--- src/psw_pkg.sv ---
// Package: shared constants and types for the protection switch-over machines
// What this block does
// - Standard command sends, starts timer, enters initiated
// - Standard command carries logical and standby channel
// - Access side idle takes command, indicates, initiated
// - Management accept sends acknowledge, access returns idle
// - Acknowledge indicates, stops timer, exchange returns idle
// - Request message ignored while exchange initiated
// - Management refusal sends reject with cause
// - Reject in standard run stops standard timer
// - Reject in forced run stops forced timer
// - Unexpected management primitive is silently discarded
// - First standard expiry resends command, restarts timer
// - Second standard expiry raises error, returns idle
// - Acknowledge in idle still indicates, stays idle
// - Reject in idle still indicates, stays idle
// - Standard expiry outside initiated does nothing
// - Forced command sends, starts forced timer, initiated
// - Forced command names channel; active target pre-empted
// - Forced command allowed only for protection group two
// - Access idle takes forced command, indicates operator
// - Forced command never rejected for occupied target
// - Forced expiries resend once, then error, idle
// - Forced expiry outside initiated does nothing
package psw_pkg;
   // ------------------------------------------------------------
   // Widths and timing
   // ------------------------------------------------------------
   localparam int CH_W           = 16;
   localparam int CAUSE_W        = 8;
   localparam int GROUP_W        = 2;
   localparam int TMR_W          = 12;
   localparam logic [GROUP_W-1:0] OS_GROUP = 2'h2;
   localparam int STD_RETRY_CYC  = 1000;
   localparam int OS_RETRY_CYC   = 1000;
   // Cause forbidden in answer to a forced command
   localparam logic [CAUSE_W-1:0] CAUSE_TARGET_OCCUPIED = 8'h05;
   localparam logic [CAUSE_W-1:0] CAUSE_NO_RESOURCE     = 8'h01;

   // ------------------------------------------------------------
   // Message and state types
   // ------------------------------------------------------------
   typedef enum logic [2:0] {
      PSW_MSG_NONE  = 3'h0,
      PSW_MSG_COM   = 3'h1,
      PSW_MSG_OSCOM = 3'h2,
      PSW_MSG_ACK   = 3'h3,
      PSW_MSG_REJ   = 3'h4,
      PSW_MSG_REQ   = 3'h5
   } psw_msg_t;

   typedef enum logic [2:0] {
      LE_IDLE_STATE              = 3'b001,
      LE_SWITCH_INITIATED_STATE  = 3'b010,
      LE_AN_REQUESTED_STATE      = 3'b100
   } psw_le_state_t;

   typedef enum logic [1:0] {
      AN_IDLE_STATE         = 2'b01,
      AN_LE_INITIATED_STATE = 2'b10
   } psw_an_state_t;
endpackage

--- src/psw_link_if.sv ---
// Interface: message link between exchange and access protection entities
`timescale 1ns/10ps
interface psw_link_if;
   import psw_pkg::*;
   // Exchange to access
   logic                 le_msg_valid;
   psw_msg_t             le_msg_type;
   logic [CH_W-1:0]      le_msg_lchan;
   logic [CH_W-1:0]      le_msg_target;
   // Access to exchange
   logic                 an_msg_valid;
   psw_msg_t             an_msg_type;
   logic [CAUSE_W-1:0]   an_msg_cause;

   modport le (output le_msg_valid, le_msg_type, le_msg_lchan, le_msg_target,
               input an_msg_valid, an_msg_type, an_msg_cause);
   modport an (input le_msg_valid, le_msg_type, le_msg_lchan, le_msg_target,
               output an_msg_valid, an_msg_type, an_msg_cause);
endinterface

--- src/psw_le_end.sv ---
// Module: exchange-side switch-over machine with two retry timers
`timescale 1ns/10ps
module psw_le_end #(
   parameter int STD_CYC = psw_pkg::STD_RETRY_CYC,
   parameter int OS_CYC  = psw_pkg::OS_RETRY_CYC
) (
   input  wire logic                          core_clk,
   input  wire logic                          rst_b,
   psw_link_if.le                             link,
   input  wire logic                          mgmt_std_com,
   input  wire logic                          mgmt_os_com,
   input  wire logic [psw_pkg::GROUP_W-1:0]   mgmt_group,
   input  wire logic [psw_pkg::CH_W-1:0]      mgmt_lchan,
   input  wire logic [psw_pkg::CH_W-1:0]      mgmt_target,
   input  wire logic                          mgmt_an_req,
   output logic                               ind_ack,
   output logic                               ind_reject,
   output logic [psw_pkg::CAUSE_W-1:0]        ind_cause,
   output logic                               ind_error,
   output logic                               ind_an_req,
   output logic [1:0]                         le_state
);
   import psw_pkg::*;

   // ------------------------------------------------------------
   // State
   // ------------------------------------------------------------
   typedef struct packed {
      psw_le_state_t       st;
      logic                os_run;
      logic                tmr_on;
      logic [TMR_W-1:0]    tmr;
      logic                expired_once;
      logic                tx_valid;
      psw_msg_t            tx_type;
      logic [CH_W-1:0]     lchan;
      logic [CH_W-1:0]     target;
      logic                ack;
      logic                rej;
      logic [CAUSE_W-1:0]  cause;
      logic                err;
      logic                anreq;
   } psw_le_reg_t;

   localparam logic [TMR_W-1:0] STD_LOAD = TMR_W'(STD_CYC - 1);
   localparam logic [TMR_W-1:0] OS_LOAD  = TMR_W'(OS_CYC - 1);

   psw_le_reg_t r_q;
   psw_le_reg_t r_d;
   logic        expire;
   logic        in_rx;
   logic        in_idle;
   logic        rx_ack;
   logic        rx_rej;
   logic        rx_req;

   // ------------------------------------------------------------
   // Decoding
   // ------------------------------------------------------------
   // A received message of the wanted type, seen only while valid
   function automatic logic rx_is(input logic     valid,
                                  input psw_msg_t got,
                                  input psw_msg_t want);
      return valid && (got == want);
   endfunction

   // Outward state code: 0 idle, 1 switch-initiated, 2 far-side requested
   function automatic logic [1:0] state_code(input psw_le_state_t st);
      logic [1:0] code;
      case (st)
         LE_SWITCH_INITIATED_STATE: begin
            code = 2'h1;
         end
         LE_AN_REQUESTED_STATE: begin
            code = 2'h2;
         end
         default: begin
            code = 2'h0;
         end
      endcase
      return code;
   endfunction

   // ------------------------------------------------------------
   // Timer and received messages
   // ------------------------------------------------------------
   // One countdown serves both retry timers: only one command is ever
   // outstanding, so the timer of the other kind is never armed
   // Expiry is one pulse when the running countdown reaches zero
   assign expire  = r_q.tmr_on && (r_q.tmr == '0);
   assign in_rx   = link.an_msg_valid;
   assign in_idle = (r_q.st == LE_IDLE_STATE);
   assign rx_ack  = rx_is(in_rx, link.an_msg_type, PSW_MSG_ACK);
   assign rx_rej  = rx_is(in_rx, link.an_msg_type, PSW_MSG_REJ);
   assign rx_req  = rx_is(in_rx, link.an_msg_type, PSW_MSG_REQ);

   // ------------------------------------------------------------
   // Next state
   // ------------------------------------------------------------
   always_comb begin
      r_d          = r_q;
      r_d.tx_valid = 1'b0;
      r_d.ack      = 1'b0;
      r_d.rej      = 1'b0;
      r_d.err      = 1'b0;
      r_d.anreq    = 1'b0;
      if (r_q.tmr_on && !expire) begin
         r_d.tmr = r_q.tmr - 1'b1;
      end
      // A timer expiry in any other state is dropped
      if (expire) begin
         r_d.tmr_on = 1'b0;
      end
      case (r_q.st)
         LE_IDLE_STATE, LE_AN_REQUESTED_STATE: begin
            if (mgmt_std_com) begin
               // Send command with logical and standby channel
               r_d.tx_valid     = 1'b1;
               r_d.tx_type      = PSW_MSG_COM;
               r_d.lchan        = mgmt_lchan;
               r_d.target       = mgmt_target;
               r_d.os_run       = 1'b0;
               r_d.tmr_on       = 1'b1;
               r_d.tmr          = STD_LOAD;
               r_d.expired_once = 1'b0;
               r_d.st           = LE_SWITCH_INITIATED_STATE;
            end else if (mgmt_os_com && mgmt_group == OS_GROUP) begin
               // Forced command only for group two; others discarded
               r_d.tx_valid     = 1'b1;
               r_d.tx_type      = PSW_MSG_OSCOM;
               r_d.lchan        = mgmt_lchan;
               r_d.target       = mgmt_target;
               r_d.os_run       = 1'b1;
               r_d.tmr_on       = 1'b1;
               r_d.tmr          = OS_LOAD;
               r_d.expired_once = 1'b0;
               r_d.st           = LE_SWITCH_INITIATED_STATE;
            end else if (rx_ack && in_idle) begin
               // Late answers in idle are still passed up to management
               r_d.ack = 1'b1;
            end else if (rx_rej && in_idle) begin
               r_d.rej   = 1'b1;
               r_d.cause = link.an_msg_cause;
            end else if (rx_req && in_idle) begin
               // Request from the far side parks the machine awaiting management
               r_d.anreq = 1'b1;
               r_d.st    = LE_AN_REQUESTED_STATE;
            end else if (mgmt_an_req && !in_idle) begin
               r_d.st = LE_IDLE_STATE;
            end
         end
         LE_SWITCH_INITIATED_STATE: begin
            // Management commands here are unexpected and discarded
            // An answer outranks an expiry in the same cycle, so it is never lost
            if (rx_ack) begin
               r_d.ack    = 1'b1;
               r_d.tmr_on = 1'b0;
               r_d.st     = LE_IDLE_STATE;
            end else if (rx_rej) begin
               // Stops whichever timer runs, standard or forced
               r_d.rej    = 1'b1;
               r_d.cause  = link.an_msg_cause;
               r_d.tmr_on = 1'b0;
               r_d.st     = LE_IDLE_STATE;
            end else if (expire && !r_q.expired_once) begin
               // Resend same command and restart its timer
               r_d.tx_valid     = 1'b1;
               r_d.tx_type      = r_q.os_run ? PSW_MSG_OSCOM : PSW_MSG_COM;
               r_d.tmr_on       = 1'b1;
               r_d.tmr          = r_q.os_run ? OS_LOAD : STD_LOAD;
               r_d.expired_once = 1'b1;
            end else if (expire) begin
               r_d.err = 1'b1;
               r_d.st  = LE_IDLE_STATE;
            end
            // A request message from the far side is ignored here
         end
         default: begin
            r_d = r_q;
            r_d.st = LE_IDLE_STATE;
         end
      endcase
   end

   // ------------------------------------------------------------
   // Registers
   // ------------------------------------------------------------
   // Synchronous reset clears every pulse and field before the state is set
   always_ff @(posedge core_clk) begin
      if (!rst_b) begin
         r_q       <= '0;
         r_q.st    <= LE_IDLE_STATE;
      end else begin
         r_q <= r_d;
      end
   end

   // ------------------------------------------------------------
   // Outputs
   // ------------------------------------------------------------
   assign link.le_msg_valid  = r_q.tx_valid;
   assign link.le_msg_type   = r_q.tx_type;
   assign link.le_msg_lchan  = r_q.lchan;
   assign link.le_msg_target = r_q.target;
   assign ind_ack            = r_q.ack;
   assign ind_reject         = r_q.rej;
   assign ind_cause          = r_q.cause;
   assign ind_error          = r_q.err;
   assign ind_an_req         = r_q.anreq;
   assign le_state           = state_code(r_q.st);
endmodule

--- src/flat_wrapper.sv ---
// flat-port wrapper written by rule: the top's interface ports become plain ports
module psw_le_end_flat import psw_pkg::*;
#(
   parameter int STD_CYC = psw_pkg::STD_RETRY_CYC,
   parameter int OS_CYC  = psw_pkg::OS_RETRY_CYC
)
  (core_clk, rst_b, mgmt_std_com, mgmt_os_com, mgmt_group, mgmt_lchan, mgmt_target, mgmt_an_req, ind_ack, ind_reject, ind_cause, ind_error, ind_an_req, le_state, link_le_msg_valid, link_le_msg_type, link_le_msg_lchan, link_le_msg_target, link_an_msg_valid, link_an_msg_type, link_an_msg_cause);
  psw_link_if link_i ();
  input  wire logic core_clk;
  input  wire logic rst_b;
  input  wire logic mgmt_std_com;
  input  wire logic mgmt_os_com;
  input  wire logic [psw_pkg::GROUP_W-1:0] mgmt_group;
  input  wire logic [psw_pkg::CH_W-1:0] mgmt_lchan;
  input  wire logic [psw_pkg::CH_W-1:0] mgmt_target;
  input  wire logic mgmt_an_req;
  output logic ind_ack;
  output logic ind_reject;
  output logic [psw_pkg::CAUSE_W-1:0] ind_cause;
  output logic ind_error;
  output logic ind_an_req;
  output logic [1:0] le_state;
  output wire logic [$bits(link_i.le_msg_valid)-1:0] link_le_msg_valid;
  output wire logic [$bits(link_i.le_msg_type)-1:0] link_le_msg_type;
  output wire logic [$bits(link_i.le_msg_lchan)-1:0] link_le_msg_lchan;
  output wire logic [$bits(link_i.le_msg_target)-1:0] link_le_msg_target;
  input wire logic [$bits(link_i.an_msg_valid)-1:0] link_an_msg_valid;
  input wire logic [$bits(link_i.an_msg_type)-1:0] link_an_msg_type;
  input wire logic [$bits(link_i.an_msg_cause)-1:0] link_an_msg_cause;
  assign link_le_msg_valid = link_i.le_msg_valid;
  assign link_le_msg_type = link_i.le_msg_type;
  assign link_le_msg_lchan = link_i.le_msg_lchan;
  assign link_le_msg_target = link_i.le_msg_target;
  assign link_i.an_msg_valid = link_an_msg_valid;
  assign link_i.an_msg_type = link_an_msg_type;
  assign link_i.an_msg_cause = link_an_msg_cause;
  psw_le_end #(.STD_CYC(STD_CYC), .OS_CYC(OS_CYC)) u_core (.core_clk(core_clk), .rst_b(rst_b), .link(link_i), .mgmt_std_com(mgmt_std_com), .mgmt_os_com(mgmt_os_com), .mgmt_group(mgmt_group), .mgmt_lchan(mgmt_lchan), .mgmt_target(mgmt_target), .mgmt_an_req(mgmt_an_req), .ind_ack(ind_ack), .ind_reject(ind_reject), .ind_cause(ind_cause), .ind_error(ind_error), .ind_an_req(ind_an_req), .le_state(le_state));
endmodule
--- config.mk ---
export PLATFORM = sky130hd
export DESIGN_NAME = psw_le_end_flat
export DESIGN_NICKNAME = d
export VERILOG_FILES = /design/src/psw_pkg.sv /design/src/psw_link_if.sv /design/src/psw_le_end.sv /design/src/flat_wrapper.sv
export SDC_FILE = /design/constraint.sdc
export NUM_CORES = 1
export LEC_CHECK = 0
export ABC_AREA = 1
export BUFFER_PORTS_ARGS = -buffer_cell sky130_fd_sc_hd__clkbuf_2
export CAP_MARGIN = 15
export CORE_MARGIN = 5
export CORE_UTILIZATION = 30
export DETAILED_ROUTE_END_ITERATION = 10
export SYNTH_ARGS = -nofsm -noshare
export SYNTH_HDL_FRONTEND = slang
export SYNTH_SLANG_ARGS = --single-unit
export TNS_END_PERCENT = 5
--- constraint.sdc ---
create_clock -name core_clk -period 1.5 [get_ports core_clk]
set_clock_uncertainty 0.1 [all_clocks]
set_input_delay 0.3 -clock core_clk [delete_from_list [all_inputs] [get_ports core_clk]]
set_output_delay 0.3 -clock core_clk [all_outputs]
set_load 0.02 [all_outputs]
==> results.toml <==
[synth]
seq_area_frac_synth = 0.4134
syn_area_um2 = 3148
synth_top_cell_by_area = "dfxtp_1"
syn_avg_cell_area_um2 = 7.355
syn-instance-count = 428
yosysWarningCount = 0
netlist_top_cells_area = "dfxtp_1 (41%), nor2_1 (11%), buf_4 (10%)"
synth_top_area_frac = 0.4134
ys_seq_elements = 65
yosysUniqueCellTypes = 33
syn-num-nets = 481

[setup_path]
critPathSlowestCell = "dfxtp_4"
arrival_ns = 1.76
worstPathCellList = "nor2_4 > nand2_2 > buf_6 > nand3_4 > nand3_4 > nor2_8 > nand3_2 > nand2_1 > nand3_1 > nand2_1 > inv_1"
crit_path_end_kind = "flop"
reg2reg_to = "u_core.r_q[58]"
reg2reg_depth = 11
path_max_fanout = 7
critPathRequiredTime_ns = 1.65
critPathMaxStageDelay_ns = 0.36
worst-r2r-setup-slack_ns = -0.12
rr_startpoint = "u_core.r_q[63]"
start_kind = "flop"
worst-setup-path-type = "flop to flop"

[cells_and_area]
antenna_cells = 0
drive_above_1_share = 0.4334
mostFrequentLayoutCell = "clkbuf_2"
fillers = 1079
final_cell_mix = "clkbuf_2 (97), nor2_1 (81), dfxtp_1 (59)"
synthToLayoutAreaGrowth_pct = 31.84
final_util = 0.4038
nets = 581

[placed_design]
dp_hpwl_um = 5731
place_congestion = 0.8251
portBuffers = 99

[cts]
cts.path.max_buffers = 2
root_buffer = "clkbuf_8"
cts_buffers = 9
cts_tree = "built"
clk_pin_slew_ns = 0.07
clk_latency_ns = 0.34
cts_sinks = 65
cts-hold-fix-buffers = 0
cts_max_level = 3

[worst_hold_path]
hp-class = "input pin to flop"
hold-path-cell-count = 3
hold_start = "mgmt_lchan[11]"
hold_end = "u_core.link.le_msg_lchan[11]"

[route]
first_pass_iters = 4
wirelength_um = 7712
detail_route.wl_per_cell_um = 11.53
remaining_drc_errors = 0
ant_nets = 0
avgViaCountPerCell = 4.305
vias = 2880
drt_iter0_drc = 127

[die]
io_pins = 101
num_rows = 37
die_y_um = 112.4
fp.dieW_um = 112.4
die-area_um2 = 12640
core_um2 = 10280
initial_utilization = 0.3063

[job]
drv_cap = 0

[timing]
fin_ws_ns = -0.1158
clock.fmax_mhz = 618.9
slew_violations = 0
setup_viol = 31
setup-tns-final_ns = -1.093
rsz0062_at_grt = "true"
period_share = 1.077
final_hold_viol_count = 0
finalCriticalPeriod_ns = 1.616
hold_slack_ns = 0.08302

[global_route]
overflow = 0
antenna_found_initial = 0
grt_max_degree = 31
grt_usage = 0.1225
grt_pass1_wl_um = 12720
grt_pass1_vias = 2877

[pwr]
power_density_nw_per_um2 = 1222
p_leak_nw = 2.036
fin_total_pwr_mw = 5.074
ir_worst_vdd_mv = 0.6193

[status]
status = "finished, violations left"
violations = "negative setup slack"
-- metal layers --
metal	GRT usage	wire, um	up-vias
met3	0.04313	439	8
met4	0.04087	87	0
met5	0	0	-
li1	-	-	1504
met2	0.2042	3802	58
met1	0.1472	3382	1310
-- how the worst max path moves through the flow --
| stage | from | to | slack (ns) | cells past startpoint |
|---|---|---|---|---|
| final | u_core.r_q[63] | u_core.r_q[58] | -0.12 | 11 |
| after global routing | u_core.r_q[63] | u_core.r_q[58] | -0.24 | 11 |
| after CTS | u_core.r_q[49] | u_core.link.le_msg_type[1] | -0.12 | 10 |
| after detailed placement | u_core.r_q[49] | u_core.r_q[53] | -0.16 | 9 |
| after global placement | u_core.r_q[49] | u_core.r_q[53] | -0.13 | 9 |
| after floorplan | u_core.r_q[49] | u_core.link.le_msg_type[1] | -0.06 | 10 |
-- report_power, final --
| group | leakage [nW] | switching, mW | internal (mW) | total, mW |
|---|---|---|---|---|
| sequential | 0.537 | 0.129 | 1.94 | 2.07 |
| combinational | 1.41 | 1.00 | 0.679 | 1.68 |
| clock | 0.0932 | 0.635 | 0.683 | 1.32 |
-- timing repair --
action,in CTS,in global routing
buffers inserted,7,1
pin swaps,13,19
endpoints found under the setup margin,51,63
gates resized for setup,28,37
-- registers in the layout, summed over array words and instances, names as in the netlist --
signal	count
u_core.r_q	18
u_core.ind_reject	1
u_core.link.le_msg_type	2
u_core.link.le_msg_valid	1
u_core.ind_ack	1
u_core.ind_cause	8
u_core.link.le_msg_target	16
u_core.link.le_msg_lchan	16
u_core.ind_an_req	1
u_core.ind_error	1
-- layout make-up --
type	count	area, um2	share of cell area
multi-input cells	265	1428	0.3440
flip-flops and latches	65	1314	0.3166
repair buffers	145	899.6	0.2168
well taps	136	170.2	0.04100
inverters	42	165.2	0.03979
clock buffers	13	158.9	0.03829
clock inverters	3	15.01	0.003618
-- cells by family after synthesis --
logic type                 Yosys count  share of synthesized area
xor gates and xnor gates             4                    0.01113
adders and majority gates            2                   0.007948
AOI/OAI and AO/OA                   60                    0.09937
and+or+nand+nor                    198                     0.2929
buffers and inverters               98                     0.1741
other                                1                   0.001191
DFF                                 65                     0.4134
-- synth_stat cells, drive strengths merged --
master	n
a31oi	3
nand2	66
nor3	3
nand4	7
inv	42
nand3	22
nor2	99
xor2	3
conb	1
xnor2	1
or2	1
ha	2
a21oi	17
o211ai	1
o21ai	38
buf	51
clkbuf	5
a22oi	1
dfxtp	65
-- critical path, delay by kind of cell (launching register included) --
kind	cells	cell delay [ns]
flip-flops	1	0.36
buffers and inverters	2	0.16
AND/OR/NAND/NOR	9	0.91
-- metrics by stage --
| stage | setup slack (ns) | instances | area [um2] |
|---|---|---|---|
| finish | -0.1158 | 669 | 4150 |
| floorplan | -0.05948 | 428 | 3148 |
| CTS | -0.1197 | 668 | 4030 |
| detailed placement | -0.1638 | 646 | 3744 |
| global placement | -0.1296 | 646 | 3744 |
| global route | -0.2415 | 669 | 4150 |
Note: power is estimated with default switching activity, not from simulation.
